$ cat src/design/irx_params.svh
// Offsets, field positions, reset values and timing counts of the expander
`ifndef IRX_PARAMS_SVH
`define IRX_PARAMS_SVH

// Register byte offsets on the APB slave
`define IRX_OFF_VECTOR  8'h00
`define IRX_OFF_PENDING 8'h04
`define IRX_OFF_ENABLE  8'h08
`define IRX_OFF_STATUS  8'h0C
`define IRX_OFF_MASK    8'h10

// Request bit positions in the pending and enable layouts
`define IRX_BIT_RX 4
`define IRX_BIT_TX 5
`define IRX_BIT_CV 6
`define IRX_BIT_XA 7
`define IRX_BIT_XB 8
// Outstanding-level flags in the pending layout
`define IRX_BIT_OUT5 12
`define IRX_BIT_OUT6 13

// Fixed source vectors and the phantom vector
`define IRX_VEC_RX      16'h0006
`define IRX_VEC_TX      16'h0007
`define IRX_VEC_CV      16'h0004
`define IRX_VEC_XA      16'h0001
`define IRX_VEC_XB      16'h0011
`define IRX_VEC_PHANTOM 16'h0000

// Program address values that mark an acknowledge of each shared level
`define IRX_PAB_LVL5 16'h000A
`define IRX_PAB_LVL6 16'h000C

// Status bits: vector served, phantom loaded
`define IRX_STAT_SERVED  0
`define IRX_STAT_PHANTOM 1

// Reset values
`define IRX_RST_ENABLE 5'h1F
`define IRX_RST_MASK   2'h0

// Length of the active-low request pulse, in clock cycles
`define IRX_PULSE_CYC 2

`endif

$ cat src/design/irx_pkg.sv
// Types shared by the interrupt expander
package irx_pkg;

    // Per-level request sequencer states
    typedef enum logic [1:0] {
        LV_IDLE,
        LV_PULSE,
        LV_WAIT
    } irx_lvl_e;

    // One shared CPU level: state, pulse count, request pin
    typedef struct packed {
        irx_lvl_e   st;
        logic [1:0] cnt;
        logic       reqN;
    } irx_lvl_s;

    // Whole state of the expander
    typedef struct packed {
        irx_lvl_s    lv5;
        irx_lvl_s    lv6;
        logic [15:0] vector;
        logic [8:4]  enable;
        logic [1:0]  stat;
        logic [1:0]  mask;
        logic        irq;
        logic        pready;
        logic        pslverr;
        logic [31:0] prdata;
    } irx_state_s;

endpackage

$ cat src/design/irx_expander.sv
// Peripheral interrupt expander with APB registers and vector holding register
//
// Behaviour
// RQ1 - Ack decodes program address, clears that level
// RQ2 - Each ack loads served vector into holder
// RQ3 - Source vectors are fixed constants
// RQ4 - Serial rx, tx on bits 4,5, level five
// RQ5 - Converter, pins on bits 6-8, level six
// RQ6 - Ack without request loads phantom vector
// RQ7 - Cleared source flag yields phantom, not vector
// RQ8 - Software ack of shared level yields phantom
// RQ9 - No nonmaskable source uses shared levels
// RQ10 - CPU reads holder before unmasking interrupts
// RQ11 - CPU vector table starts at zero
// RQ12 - Handler saves context, reads holder, branches
// RQ13 - Every source has its own vector
// RQ14 - CPU disables levels one-six on branch
// RQ15 - Pulse only without outstanding request, two cycles
// RQ16 - Peripheral asserts request while flag, enable set
// RQ17 - Lowest priority number wins, others stay pending
// RQ18 - Holder keeps value between acknowledges

`include "irx_params.svh"

module irx_expander #(
    parameter int PULSE_CYC = `IRX_PULSE_CYC
) (
    input  wire logic        sys_clk,
    input  wire logic        nrst,
    // APB slave
    input  wire logic        psel,
    input  wire logic        penable,
    input  wire logic        pwrite,
    input  wire logic [7:0]  paddr,
    input  wire logic [31:0] pwdata,
    output logic      [31:0] prdata,
    output logic             pready,
    output logic             pslverr,
    // Peripheral request levels, same clock domain
    input  wire logic        serialRxIrq,
    input  wire logic        serialTxIrq,
    input  wire logic        converterIrq,
    input  wire logic        extPinIrqA,
    input  wire logic        extPinIrqB,
    // CPU side
    input  wire logic        cpuAck,
    input  wire logic [15:0] programAddrBus,
    output logic             cpuLevelFiveN,
    output logic             cpuLevelSixN,
    output logic      [15:0] vectorHoldingReg,
    output logic             irqOut
);

    // Counter is two bits wide; a pulse of zero cycles is meaningless
    if (PULSE_CYC < 1 || PULSE_CYC > 4)
    begin
        $error("irx_expander: PULSE_CYC must be 1 to 4");
    end

    localparam logic [1:0] PULSE_LAST = 2'(PULSE_CYC - 1);

    localparam irx_pkg::irx_lvl_s LVL_RST = '{
        st:   irx_pkg::LV_IDLE,
        cnt:  2'h0,
        reqN: 1'b1
    };

    localparam irx_pkg::irx_state_s ST_RST = '{
        lv5:     LVL_RST,
        lv6:     LVL_RST,
        vector:  `IRX_VEC_PHANTOM,
        enable:  `IRX_RST_ENABLE,
        stat:    2'h0,
        mask:    `IRX_RST_MASK,
        irq:     1'b0,
        pready:  1'b0,
        pslverr: 1'b0,
        prdata:  32'h0000_0000
    };

    irx_pkg::irx_state_s stQ;
    irx_pkg::irx_state_s stD;

    logic [8:4] reqRaw;
    logic [8:4] reqEff;
    logic       lvl5Req;
    logic       lvl6Req;
    logic       ack5;
    logic       ack6;
    logic [15:0] servedVec;
    logic       apbAccess;
    logic       apbWrite;
    logic       addrOk;

    // Request sequencer for one shared level
    function automatic irx_pkg::irx_lvl_s stepLevel(
        input irx_pkg::irx_lvl_s cur,
        input logic              req,
        input logic              ack
    );
        irx_pkg::irx_lvl_s nxt;
        nxt = cur;
        if (ack)
        begin
            // Acknowledge ends the outstanding request of this level
            nxt.st  = irx_pkg::LV_IDLE; // [RQ1]
            nxt.cnt = 2'h0;
        end
        else
        begin
            case (cur.st)
                irx_pkg::LV_IDLE:
                begin
                    // New pulse only when nothing is outstanding
                    if (req)
                    begin
                        nxt.st  = irx_pkg::LV_PULSE; // [RQ15]
                        nxt.cnt = PULSE_LAST;
                    end
                end
                irx_pkg::LV_PULSE:
                begin
                    if (cur.cnt == 2'h0)
                    begin
                        nxt.st = irx_pkg::LV_WAIT;
                    end
                    else
                    begin
                        nxt.cnt = cur.cnt - 2'h1;
                    end
                end
                irx_pkg::LV_WAIT:
                begin
                    nxt.st = irx_pkg::LV_WAIT;
                end
                default:
                begin
                    nxt.st  = irx_pkg::LV_IDLE;
                    nxt.cnt = 2'h0;
                end
            endcase
        end
        // Active-low request pin follows the pulse state
        nxt.reqN = (nxt.st != irx_pkg::LV_PULSE); // [RQ15]
        return nxt;
    endfunction

    // Vector of the highest-priority live request of a level
    function automatic logic [15:0] pickVector(
        input logic [8:4] req,
        input logic       isLvl6
    );
        logic [15:0] v;
        v = `IRX_VEC_PHANTOM; // [RQ6] [RQ7] [RQ8]
        if (!isLvl6)
        begin
            // Receive outranks transmit
            if (req[`IRX_BIT_RX])
            begin
                v = `IRX_VEC_RX; // [RQ17]
            end
            else if (req[`IRX_BIT_TX])
            begin
                v = `IRX_VEC_TX;
            end
        end
        else
        begin
            // Converter, then pin a, then pin b
            if (req[`IRX_BIT_CV])
            begin
                v = `IRX_VEC_CV; // [RQ17]
            end
            else if (req[`IRX_BIT_XA])
            begin
                v = `IRX_VEC_XA;
            end
            else if (req[`IRX_BIT_XB])
            begin
                v = `IRX_VEC_XB;
            end
        end
        return v;
    endfunction

    // Register read decode
    function automatic logic [31:0] readReg(
        input logic [7:0]          addr,
        input irx_pkg::irx_state_s s,
        input logic [8:4]          req
    );
        logic [31:0] d;
        d = 32'h0000_0000;
        case (addr)
            `IRX_OFF_VECTOR:
            begin
                d[15:0] = s.vector;
            end
            `IRX_OFF_PENDING:
            begin
                d[8:4] = req;
                d[`IRX_BIT_OUT5] = (s.lv5.st != irx_pkg::LV_IDLE);
                d[`IRX_BIT_OUT6] = (s.lv6.st != irx_pkg::LV_IDLE);
            end
            `IRX_OFF_ENABLE:
            begin
                d[8:4] = s.enable;
            end
            `IRX_OFF_STATUS:
            begin
                d[1:0] = s.stat;
            end
            `IRX_OFF_MASK:
            begin
                d[1:0] = s.mask;
            end
            default:
            begin
                d = 32'h0000_0000;
            end
        endcase
        return d;
    endfunction

    // Sources on their request bits; each has its own vector
    assign reqRaw[`IRX_BIT_RX] = serialRxIrq; // [RQ4] [RQ13]
    assign reqRaw[`IRX_BIT_TX] = serialTxIrq; // [RQ4]
    assign reqRaw[`IRX_BIT_CV] = converterIrq; // [RQ5]
    assign reqRaw[`IRX_BIT_XA] = extPinIrqA; // [RQ5]
    assign reqRaw[`IRX_BIT_XB] = extPinIrqB; // [RQ5]

    // Live levels; a flag cleared before the ack drops out here
    assign reqEff  = reqRaw & stQ.enable; // [RQ7]
    assign lvl5Req = |reqEff[`IRX_BIT_TX:`IRX_BIT_RX]; // [RQ4]
    assign lvl6Req = |reqEff[`IRX_BIT_XB:`IRX_BIT_CV]; // [RQ5]

    // Only the two shared maskable levels decode; nonmaskable never
    assign ack5 = cpuAck && (programAddrBus == `IRX_PAB_LVL5); // [RQ1] [RQ9]
    assign ack6 = cpuAck && (programAddrBus == `IRX_PAB_LVL6); // [RQ1] [RQ9]

    assign servedVec = pickVector(reqEff, ack6);

    // APB access phase; slave answers one cycle into it
    assign apbAccess = psel && penable && !stQ.pready;
    // Writes land at the edge where the master samples pready high
    assign apbWrite  = psel && penable && stQ.pready && pwrite;
    assign addrOk    = (paddr == `IRX_OFF_VECTOR) || (paddr == `IRX_OFF_PENDING)
                    || (paddr == `IRX_OFF_ENABLE) || (paddr == `IRX_OFF_STATUS)
                    || (paddr == `IRX_OFF_MASK);

    // Next state of the whole block
    always_comb
    begin
        stD = stQ;

        stD.lv5 = stepLevel(stQ.lv5, lvl5Req, ack5);
        stD.lv6 = stepLevel(stQ.lv6, lvl6Req, ack6);

        // Holder changes only on a decoded ack, else keeps its value
        if (ack5 || ack6)
        begin
            stD.vector = servedVec; // [RQ2] [RQ3] [RQ18]
        end

        // Bus side
        stD.pready  = apbAccess;
        stD.pslverr = apbAccess && !addrOk;
        stD.prdata  = 32'h0000_0000;
        if (apbAccess && !pwrite)
        begin
            stD.prdata = readReg(paddr, stQ, reqEff);
        end
        if (apbWrite && paddr == `IRX_OFF_ENABLE)
        begin
            stD.enable = pwdata[8:4];
        end
        if (apbWrite && paddr == `IRX_OFF_MASK)
        begin
            stD.mask = pwdata[1:0];
        end
        // Write one to clear; set applied after so a same-cycle event wins
        if (apbWrite && paddr == `IRX_OFF_STATUS)
        begin
            stD.stat = stQ.stat & ~pwdata[1:0];
        end
        if (ack5 || ack6)
        begin
            stD.stat[`IRX_STAT_SERVED] = 1'b1;
            if (servedVec == `IRX_VEC_PHANTOM)
            begin
                stD.stat[`IRX_STAT_PHANTOM] = 1'b1; // [RQ6]
            end
        end

        stD.irq = |(stD.stat & stD.mask);
    end

    // State register
    always_ff @(posedge sys_clk or negedge nrst)
    begin
        if (!nrst)
        begin
            stQ <= ST_RST;
        end
        else
        begin
            stQ <= stD;
        end
    end

    // Outputs straight from the state flops
    assign prdata           = stQ.prdata;
    assign pready           = stQ.pready;
    assign pslverr          = stQ.pslverr;
    assign cpuLevelFiveN    = stQ.lv5.reqN; // [RQ15]
    assign cpuLevelSixN     = stQ.lv6.reqN;
    assign vectorHoldingReg = stQ.vector;
    assign irqOut           = stQ.irq;

endmodule

$ cat config.mk
export PLATFORM = sky130hd
export DESIGN_NAME = irx_expander
export DESIGN_NICKNAME = d
export VERILOG_FILES = /design/src/design/irx_pkg.sv /design/src/design/irx_expander.sv
export VERILOG_INCLUDE_DIRS = /design/src /design/src/design
export SDC_FILE = /design/constraint.sdc
export NUM_CORES = 1
export LEC_CHECK = 0
export ABC_AREA = 1
export BUFFER_PORTS_ARGS = -buffer_cell sky130_fd_sc_hd__buf_2
export CAP_MARGIN = 25
export CORE_ASPECT_RATIO = 0.7
export CORE_MARGIN = 10
export CORE_UTILIZATION = 45
export DETAILED_ROUTE_END_ITERATION = 12
export PLACE_DENSITY = 0.89
export RECOVER_POWER = 50
export SLEW_MARGIN = 5
export SYNTH_ARGS = -nofsm -noshare
export SYNTH_HDL_FRONTEND = slang
export SYNTH_SLANG_ARGS = --single-unit
$ cat constraint.sdc
create_clock -name sys_clk -period 1.69 [get_ports sys_clk]
set_input_delay 0.507 -clock sys_clk [delete_from_list [all_inputs] [get_ports sys_clk]]
set_output_delay 0.507 -clock sys_clk [all_outputs]
set_load 0.005 [all_outputs]
Word-level counts from Yosys, hierarchy flattened
Cells that the tools add are included.
{ "word_totals": {"ram_bits": 0, "word_cells": 99, "register_bits": 70, "romBits": 0, "in_bits": 67, "output_inout_bits": 53, "memories": 0, "latch_bits": 0} }
{ "op_classes": {"bitwise_logic": 4, "shift": 0, "n_reduce_logical": 32, "order_cmp": 0, "n_addsub": 2, "div_mod_pow": 0, "mul": 0, "eq_ne": 18, "mux": 29} }
{ "op_table": {"columns": ["op", "n"], "rows": [
  ["$eq A16 B4 Y1 const B", 2],
  ["$mux W16", 2],
  ["$pmux W2 S3", 5],
  ["$mux W2", 9],
  ["$eq A8 B4 Y1 const B", 2],
  ["$logic_not A16 Y1", 1],
  ["$mux W4", 4],
  ["$mux W5", 3],
  ["$pmux W5 S3", 1],
  ["$ne A3 B3 Y1 const B", 4],
  ["$logic_and A1 B1 Y1", 11],
  ["$mux W3", 3],
  ["$eq A8 B3 Y1 const B", 1],
  ["$eq A8 B5 Y1 const B", 1],
  ["$logic_not A2 Y1", 4],
  ["$logic_not A8 Y1", 1],
  ["$reduce_and A3 Y1", 2],
  ["$and A5 B5 Y5", 1],
  ["$logic_or A1 B1 Y1", 5],
  ["$and A2 B2 Y2", 2],
  ["$eq A2 B1 Y1 const B", 2],
  ["$eq A2 B2 Y1 const B", 2],
  ["$ne A2 B1 Y1 const B", 2],
  ["$ne A2 B2 Y1 const B", 2],
  ["8 further kinds", 13]
]} }

Logic depth before layout (Yosys ltp)
Gate-level depths: netlist of run 1.
{ "depth": {"word_depth": 10, "depth_mapped": 12, "depth_no_buf": 12} }

Worst setup path after synthesis of run 1
No wires, ideal clock.
{ "synth_timing": {"path_type": "input to register", "from": "input paddr[5]", "to": "register stQ[40] (netlist bit)", "path_buffers": 0, "path_slack_ns": 0.194, "t_required_ns": 1.617, "setup_ns": 0.073, "stages": 7, "t_arrival_ns": 1.423, "cell_sequence": "nor2_2 nand2_2 nor2_4 inv_2 nor3b_4 nand2_4 a21oi_1"} }
{ "synth_between": {"elab_chain_cells": 2} }
{ "synth_rtl": {"columns": ["item", "line", "text"], "rows": [
  ["from (decl)", "irx_expander.sv:34", "input wire logic [7:0] paddr,"],
  ["$eq A8 B4 Y1", null, null],
  ["$logic_and A1 B1 Y1 (no line)", null, null],
  ["to (signal assigned)", "irx_expander.sv:307", "stQ <= stD;"],
  ["to (decl)", "irx_expander.sv:81", "irx_pkg::irx_state_s stQ;"]
]} }
No other way between the ends.
A chain may end at the register's enable or synchronous reset.

==> results of run 1 <==
[final timing paths]
path / depth (start not counted) / slack (ns) / to / from
min: 1 / 0.31 / prdata[2]$_DFF_PN0_ / nrst
max reg2reg: 7 / 0.26 / stQ[67]$_DFFE_PN0P_ / stQ[66]$_DFFE_PN0P_
min in group sys_clk: 3 / 0.43 / stQ[39]$_DFFE_PN1P_ / pwdata[4]
max in group asynchronous: 2 / 0.50 / stQ[66]$_DFFE_PN0P_ / nrst
max: 9 / 0.20 / irqOut$_DFF_PN0_ / paddr[1]
min reg2reg: 1 / 0.46 / pready$_DFF_PN0_ / pready$_DFF_PN0_
[registers in the layout, summed over array words and instances, names as in the netlist]
register / cells
cpuLevelFiveN: 1
cpuLevelSixN: 1
irqOut: 1
prdata: 10
pready: 1
pslverr: 1
stQ: 17
vectorHoldingReg: 4
[kinds of logic (layout without fill, tap and decap cells)]
family	after synthesis	after routing	synth area share, %
buf+inv	82	115	21.6
simple gates	152	152	31.2
fa+ha+maj	2	2	1.11
compound gates	23	23	5.49
flops	36	36	40.3
other cells	1	34	0.166
[final cells by class]
class	count	area share (%)
clock buffers	6	2.80
clock inverters	2	1.35
inverters	34	4.92
multi-input cells	211	37.4
flip-flops and latches	36	35.1
well taps	69	3.33
repair buffers	73	15.1
[metrics by stage]
stage	cell area (um2)	setup TNS, ns
global placement	2510	0
CTS	2620	0
global route	2590	0
finish	2590	0
floorplan	2380	0
detailed placement	2510	-0.0288
[power by group]
part | switching (mW) | leakage, nW | total (mW) | internal [mW]
Combinational | 0.236 | 0.957 | 0.378 | 0.142
Clock | 0.305 | 0.0552 | 0.743 | 0.437
Sequential | 0.0400 | 0.469 | 0.978 | 0.938
[cell usage after synthesis]
cell type and number:
o211ai_1 2, nor2_2 5, ha_1 2, nand2_4 1, nor2_4 2, dfrtp_1 29, a21oi_1 9, nand2_1 73
and3_1 1, o21ai_0 10, inv_2 2, dfstp_2 7, nor4_1 2, inv_1 31, buf_4 48, o31ai_1 1
conb_1 1, nand3_1 21, nor2_1 33, nand4_1 3, o22ai_1 1, nand3_2 1, nor4_4 1, clkinv_1 1
nand2_2 5, nor3_1 2, nor3b_4 1, nor3b_1 1
[worst reg2reg max path, stage by stage, from the launching register on]
cell	delay [ns]
dfrtp_1	0.38
inv_1	0.08
ha_1	0.16
inv_1	0.04
o21ai_0	0.28
nand2_1	0.13
o211ai_1	0.19
inv_1	0.06
[routing by layer]
metal | vias to the layer above | wire length, um | track usage (%)
li1 | 981 | - | -
met1 | 883 | 2260 | 13.6
met2 | 81 | 2510 | 22.1
met3 | 8 | 474 | 4.60
met4 | 0 | 68 | 4.10
met5 | - | 0 | 0
==> results.py, run 1 <==
metrics = {
    "place": {
        "gp_congestion": 0.828,
        "port_buffers": 60,
        "pre_cts_ws_ns": -0.0288,
        "dp_cells": 423,
        "place_hpwl_mm": 4.52,
    },
    "sta": {
        "setup_ws_ns": 0.204,
        "rsz0062_at_grt": "no",
        "setup_viol": 0,
        "finalClockSkew_ns": 0.00420,
        "holdWs_ns": 0.315,
        "fin_crit_ns": 1.49,
        "fin_crit_sh_pct": 88.0,
        "hold_violations": 0,
        "clock.fmax_mhz": 673,
        "tightest_slew_ns": 0.903,
        "drv_slew": 0,
        "relSlewSlack_pct": 39.8,
    },
    "yosys": {
        "synth-seq-area-share_pct": 40.3,
        "syn-cell-area_mm2": 0.00225,
        "postSynthCellCount": 296,
        "yosysWarningCount": 0,
        "synth.avg_cell_area_um2": 7.62,
        "synth_cell_types": 28,
        "synthTopCellsByArea": "dfrtp_1, buf_4, nand2_1",
        "synth_top_area_share_pct": 32.2,
        "synth_top_cell_by_area": "dfrtp_1",
        "ys_seq_elements": 36,
    },
    "flow_run": {
        "cap_violations": 0,
    },
    "worst_setup_path": {
        "crit_top_cell": "nand2_1",
        "end_kind": "flop",
        "cp.arrival_ns": 1.67,
        "crit_buf_inv": 1,
        "crit_family": "simple AND/OR/NAND/NOR gates",
        "cp-start-kind": "primary input",
        "cp.required_ns": 1.88,
        "critPathMaxFanout": 5,
        "cp_slowest_cell": "nor4_4",
        "crit_chain": "buf_2 -> nor2_1 -> nand2_2 -> nor4_4 -> nand2_1 -> nand2_1 -> nand2_1 -> nand2_1 -> nand2_1",
        "critPathKind": "in -> reg",
        "cpPeakStageDelay_ns": 0.35,
    },
    "cts": {
        "path_clk_slew_ns": 0.07,
        "cts_setup_buffers": 0,
        "htree_num_levels": 2,
        "cts_tree": "yes",
        "root_buffer": "clkbuf_8",
        "clk_latency_ns": 0.29,
        "cts_sinks": 36,
        "ctsResizeCount": 0,
        "cts_buffer_depth": 2,
        "cts_hold_buf": 0,
        "cts_made_buffers": 5,
    },
    "final_layout": {
        "finalNetCount": 430,
        "regArea_um2": 910,
        "fill_cells": 497,
        "drive_gt1_share_pct": 26.2,
        "mostFrequentLayoutCell": "nand2_1",
        "stdcell_count": 431,
        "mostFrequentLayoutCells": "nand2_1, buf_2, nor2_1",
        "final_core_util_pct": 53.9,
        "antennaDiodeCount": 0,
        "synthToLayoutAreaGrowth_pct": 15.0,
        "multi_input_area_um2": 971,
    },
    "grt": {
        "grt_pass1_wl_mm": 8.56,
        "track_usage_pct": 12.4,
        "grt_overflow": 0,
        "antenna_found_initial": 0,
        "grt_max_degree": 18,
        "grt_pass1_vias": 1960,
    },
    "detailed_routing": {
        "first_iter_violations": 84,
        "routed_wl_mm": 5.31,
        "vias": 1953,
        "ant_nets": 0,
        "wl_per_cell_um": 12.3,
        "first_pass_iters": 4,
        "vias_per_cell": 4.53,
        "drc": 0,
    },
    "floorplanning": {
        "dieHeight_um": 79.2,
        "design.core.area_mm2": 0.00481,
        "io_pins": 120,
        "floorplan.initialDensity_pct": 46.9,
        "die_x_um": 105,
        "die_area_mm2": 0.00829,
        "num_rows": 21,
    },
    "power": {
        "ir_drop_mv": 0.409,
        "power_mw": 2.10,
        "p_leak_nw": 1.48,
        "p_per_area_mw_per_mm2": 809,
    },
    "run_status": {
        "status": "finished, final reports clean",
    },
    "hold_path": {
        "hold_path.class": "in -> async",
    },
}
Power figures use the tool's default switching activity.
==> inputs of run 2 (changes only) <==
--- a/config.mk
+++ b/config.mk
@@ -9,7 +9,6 @@
 export ABC_AREA = 1
 export BUFFER_PORTS_ARGS = -buffer_cell sky130_fd_sc_hd__buf_2
 export CAP_MARGIN = 25
-export CORE_ASPECT_RATIO = 0.7
 export CORE_MARGIN = 10
 export CORE_UTILIZATION = 45
 export DETAILED_ROUTE_END_ITERATION = 12
==> results.py, run 2 (synthesis gave the netlist of run 1 again) <==
metrics = {
    "floorplanning": {
        "floorplan.initialDensity_pct": 47.1,
        "io_pins": 120,
        "die_x_um": 90.8,
        "dieHeight_um": 90.8,
        "num_rows": 25,
        "die_area_mm2": 0.00824,
        "design.core.area_mm2": 0.00479,
    },
    "place": {
        "place_hpwl_mm": 4.34,
        "pre_cts_ws_ns": -0.00799,
        "port_buffers": 60,
        "dp_cells": 419,
        "placed_area_mm2": 0.00250,
        "gp_congestion": 0.896,
    },
    "power": {
        "ir_drop_mv": 0.375,
        "power_mw": 2.08,
        "power_switching_uw": 561,
        "pwr-share-clk_pct": 34.7,
        "power_frac_seq_pct": 47.0,
        "p_leak_nw": 1.48,
        "p_per_area_mw_per_mm2": 808,
        "p_int_mw": 1.52,
        "switching_share_pct": 27.0,
        "pwr-share-comb_pct": 18.4,
    },
    "worst_setup_path": {
        "reg2reg_slack_ns": 0.26,
        "cp.arrival_ns": 1.62,
        "r2r_cells": 8,
        "critPathKind": "in -> reg",
        "cp-start-kind": "primary input",
        "r2r-start": "stQ[66]$_DFFE_PN0P_",
        "reg2reg_to": "stQ[67]$_DFFE_PN0P_",
        "end_kind": "flop",
        "cp.required_ns": 1.87,
        "critPathMaxFanout": 5,
    },
    "sta": {
        "fin_crit_sh_pct": 85.3,
        "setup_tns_ns": 0,
        "hold_violations": 0,
        "setup_ws_ns": 0.249,
        "tightest_slew_ns": 0.756,
        "drv_slew": 0,
        "holdWs_ns": 0.266,
        "finalClockSkew_ns": 0.00446,
        "relSlewSlack_pct": 49.6,
        "fin_crit_ns": 1.44,
        "setup_viol": 0,
        "rsz0062_at_grt": "no",
        "clock.fmax_mhz": 694,
    },
    "cts": {
        "cts_hold_buf": 0,
        "cts_tree": "yes",
        "root_buffer": "clkbuf_8",
        "clk_latency_ns": 0.28,
        "cts_buffer_depth": 2,
        "cts_made_buffers": 5,
        "path_clk_slew_ns": 0.07,
        "ctsResizeCount": 0,
        "cts_setup_buffers": 0,
        "cts_sinks": 36,
        "htree_num_levels": 2,
    },
    "final_layout": {
        "drive_gt1_share_pct": 26.7,
        "mostFrequentLayoutCell": "nand2_1",
        "largest-register": "stQ",
        "mostFrequentLayoutCells": "nand2_1, buf_2, conb_1",
        "final_core_util_pct": 53.8,
        "largest_register_ffs": 17,
        "stdcell_area_mm2": 0.00257,
        "stdcell_count": 427,
        "finalNetCount": 428,
        "synthToLayoutAreaGrowth_pct": 14.2,
        "antennaDiodeCount": 0,
    },
    "grt": {
        "grt_max_degree": 24,
        "track_usage_pct": 12.5,
        "antenna_found_initial": 0,
        "grt_pass1_wl_mm": 8.67,
        "grt_overflow": 0,
        "grt_pass1_vias": 1984,
    },
    "detailed_routing": {
        "first_pass_iters": 4,
        "vias": 1910,
        "vias_per_cell": 4.47,
        "routed_wl_mm": 5.09,
        "first_iter_violations": 107,
        "ant_nets": 0,
        "wl_per_cell_um": 11.9,
        "drc": 0,
    },
    "run_status": {
        "status": "finished, final reports clean",
    },
    "flow_run": {
        "cap_violations": 0,
    },
    "hold_path": {
        "hold_path.class": "in -> async",
    },
}
## run 2: power by group through the flow
stage / Combinational, mW / Clock, mW / Sequential (mW)
finish: 0.382 / 0.721 / 0.976
CTS: 0.390 / 0.747 / 0.976
floorplan: 0.285 / 0 / 0.986
global placement: 0.362 / 0 / 0.990
global route: 0.458 / 0.782 / 0.983
detailed placement: 0.388 / 0 / 0.992
## run 2: worst max-delay path, stage by stage
cell and delay [ns]:
buf_2 0.11, nor2_2 0.13, nand2_1 0.16, nor4_4 0.34, nand2_1 0.11, nand2_1 0.07, nand2_1 0.07, nand2_1 0.07
nand2_1 0.05
## run 2: metal layers
metal	wire (um)	track usage, %	vias to the layer above
met5	0	0	-
met2	2410	20.8	83
met4	88	4.70	0
met3	445	4.99	8
met1	2150	14.1	850
li1	-	-	969
## run 2: cell type report
type	instances	area [um2]
fill	472	2210
timing repair buffer	71	373
multi-input combinational	211	973
sequential	36	910
inverter	34	128
clock buffer	6	72.6
tap	67	83.8
clock inverter	2	35.0
## run 2: worst max-delay path by stage
stage,end,start
6_report,irqOut$_DFF_PN0_,paddr[1]
3_5_place_dp,irqOut$_DFF_PN0_,paddr[1]
4_1_cts,cpuLevelFiveN,cpuLevelFiveN$_DFF_PN1_
5_1_grt,stQ[67]$_DFFE_PN0P_,stQ[66]$_DFFE_PN0P_
2_1_floorplan,stQ[40]$_DFFE_PN1P_,paddr[5]
3_3_place_gp,irqOut$_DFF_PN0_,paddr[1]
==> inputs of run 3 (changes only) <==
--- a/config.mk
+++ b/config.mk
@@ -10,9 +10,9 @@
 export BUFFER_PORTS_ARGS = -buffer_cell sky130_fd_sc_hd__buf_2
 export CAP_MARGIN = 25
 export CORE_MARGIN = 10
-export CORE_UTILIZATION = 45
+export CORE_UTILIZATION = 41
 export DETAILED_ROUTE_END_ITERATION = 12
-export PLACE_DENSITY = 0.89
+export PLACE_DENSITY = 0.86
 export RECOVER_POWER = 50
 export SLEW_MARGIN = 5
 export SYNTH_ARGS = -nofsm -noshare
==> constraint.sdc (replaced) <==
create_clock -name sys_clk -period 1.3 [get_ports sys_clk]
set_input_delay 0.39 -clock sys_clk [delete_from_list [all_inputs] [get_ports sys_clk]]
set_output_delay 0.39 -clock sys_clk [all_outputs]
set_load 0.005 [all_outputs]
==> results.py, run 3 (synthesis gave the netlist of run 1 again) <==
metrics = {
    "power": {
        "p_leak_nw": 1.67,
        "p_per_area_mw_per_mm2": 1010,
        "ir_drop_mv": 0.484,
    },
    "final_layout": {
        "finalNetCount": 455,
        "mostFrequentLayoutCell": "nand2_1",
        "stdcell_count": 457,
        "fill_cells": 475,
        "largest_register_ffs": 17,
        "synthToLayoutAreaGrowth_pct": 30.8,
        "drive_gt1_share_pct": 42.9,
        "mostFrequentLayoutCells": "nand2_1, buf_2, buf_4",
        "regArea_um2": 910,
        "antennaDiodeCount": 0,
        "largest-register": "stQ",
        "multi_input_area_mm2": 0.00110,
    },
    "detailed_routing": {
        "drc": 0,
        "first_iter_violations": 82,
        "vias_per_cell": 4.52,
        "first_pass_iters": 4,
        "vias": 2066,
        "ant_nets": 0,
        "routed_wl_mm": 5.70,
        "wl_per_cell_um": 12.5,
    },
    "floorplanning": {
        "num_rows": 26,
        "floorplan.initialDensity_pct": 43.3,
        "dieHeight_um": 94.2,
        "io_pins": 120,
        "die_x_um": 94.2,
        "die_area_mm2": 0.00887,
        "design.core.area_mm2": 0.00520,
    },
    "sta": {
        "setup_viol": 3,
        "fin_crit_sh_pct": 103,
        "rsz0062_at_grt": "yes",
        "fin_crit_ns": 1.33,
        "tightest_slew_ns": 0.857,
        "clock.fmax_mhz": 750,
        "setup_ws_ns": -0.0340,
        "hold_violations": 0,
        "drv_slew": 0,
        "holdWs_ns": 0.293,
        "finalClockSkew_ns": 0.00407,
        "relSlewSlack_pct": 42.9,
    },
    "cts": {
        "path_clk_slew_ns": 0.07,
        "cts_sinks": 36,
        "cts_made_buffers": 5,
        "cts_hold_buf": 0,
        "root_buffer": "clkbuf_8",
        "cts_buffer_depth": 2,
        "cts_tree": "yes",
        "clk_latency_ns": 0.28,
        "htree_num_levels": 2,
    },
    "worst_setup_path": {
        "reg2reg_slack_ns": -0.01,
        "end_kind": "flop",
        "r2r_cells": 9,
        "crit_buf_inv": 2,
        "crit_chain": "buf_6 -> nor2_4 -> nand2_4 -> buf_6 -> nor4_4 -> nand2_1 -> nand2_1 -> nand2_1 -> nand2_1 -> nand2_1",
        "r2r-start": "stQ[42]$_DFFE_PN1P_",
        "cp-start-kind": "primary input",
        "cp.arrival_ns": 1.51,
        "critPathMaxFanout": 3,
        "crit_family": "simple AND/OR/NAND/NOR gates",
        "cpPeakStageDelay_ns": 0.31,
        "cp.required_ns": 1.48,
        "cp_slowest_cell": "nor4_4",
        "critPathKind": "in -> reg",
        "reg2reg_to": "irqOut$_DFF_PN0_",
        "crit_top_cell": "nand2_1",
    },
    "place": {
        "dp_cells": 443,
        "pre_cts_ws_ns": -0.347,
        "port_buffers": 60,
        "gp_congestion": 0.911,
        "place_hpwl_mm": 4.49,
    },
    "grt": {
        "track_usage_pct": 12.5,
        "grt_pass1_vias": 2112,
        "grt_pass1_wl_mm": 9.09,
        "grt_overflow": 0,
        "antenna_found_initial": 0,
        "grt_max_degree": 37,
    },
    "run_status": {
        "violations": "negative setup slack",
        "status": "finished with violations",
    },
    "flow_run": {
        "cap_violations": 0,
    },
    "hold_path": {
        "hold_path.class": "in -> async",
    },
}
-- run 3: cell types whose count changed in the layout (fill, tap and decap cells not counted), sizes merged --
| cell | previous run | this run |
|---|---|---|
| clkinv | 2 | 1 |
| buf | 66 | 97 |
| clkinvlp | 0 | 1 |
| clkbuf | 11 | 6 |
| inv | 33 | 34 |
-- run 3: area by class of cell --
type                    instances  area share, %
multi-input cells             211           37.2
flip-flops and latches         36           30.8
repair buffers                 98           20.9
inverters                      34           4.33
well taps                      70           2.97
clock buffers                   5           2.33
clock inverters                 3           1.44
-- run 3: worst max-delay path by stage --
stage / from / to / slack [ns] / depth (start not counted)
finish: paddr[7] / irqOut$_DFF_PN0_ / -0.03 / 10
global route: paddr[7] / irqOut$_DFF_PN0_ / -0.15 / 10
CTS: cpuLevelSixN$_DFF_PN1_ / cpuLevelSixN / -0.003 / 1
detailed placement: paddr[1] / irqOut$_DFF_PN0_ / -0.35 / 9
global placement: paddr[1] / irqOut$_DFF_PN0_ / -0.24 / 9
floorplan: paddr[1] / irqOut$_DFF_PN0_ / -0.07 / 8
-- run 3: per-stage QoR --
step,power (mW),util [%],setup TNS [ns],instance area [um2]
finish,2.97,56.7,-0.0712,2950
global route,3.18,56.7,-0.670,2950
CTS,2.85,54.1,-0.00482,2820
detailed placement,1.85,51.3,-4.82,2670
global placement,1.81,51.3,-3.81,2670
floorplan,1.65,-,-0.281,2390
-- run 3: timing repair --
item,CTS,global route
resized for setup,9,40
pin swaps,3,20
endpoints found under the setup margin,7,18
setup buffers,1,5
hold endpoints to repair,0,0
-- run 3: where the power goes --
group          switching, mW  total [mW]  internal, mW
Sequential            0.0807        1.30          1.22
Combinational          0.387       0.709         0.322
Clock                  0.394       0.961         0.567
-- run 3: routing by layer --
metal | global-route usage (%) | share of wire, % | vias to the layer above
met5 | 0 | 0 | -
met4 | 4.05 | 1.7 | 0
met3 | 4.56 | 9.2 | 10
met2 | 21.3 | 50 | 80
met1 | 13.9 | 39 | 946
li1 | - | - | 1030
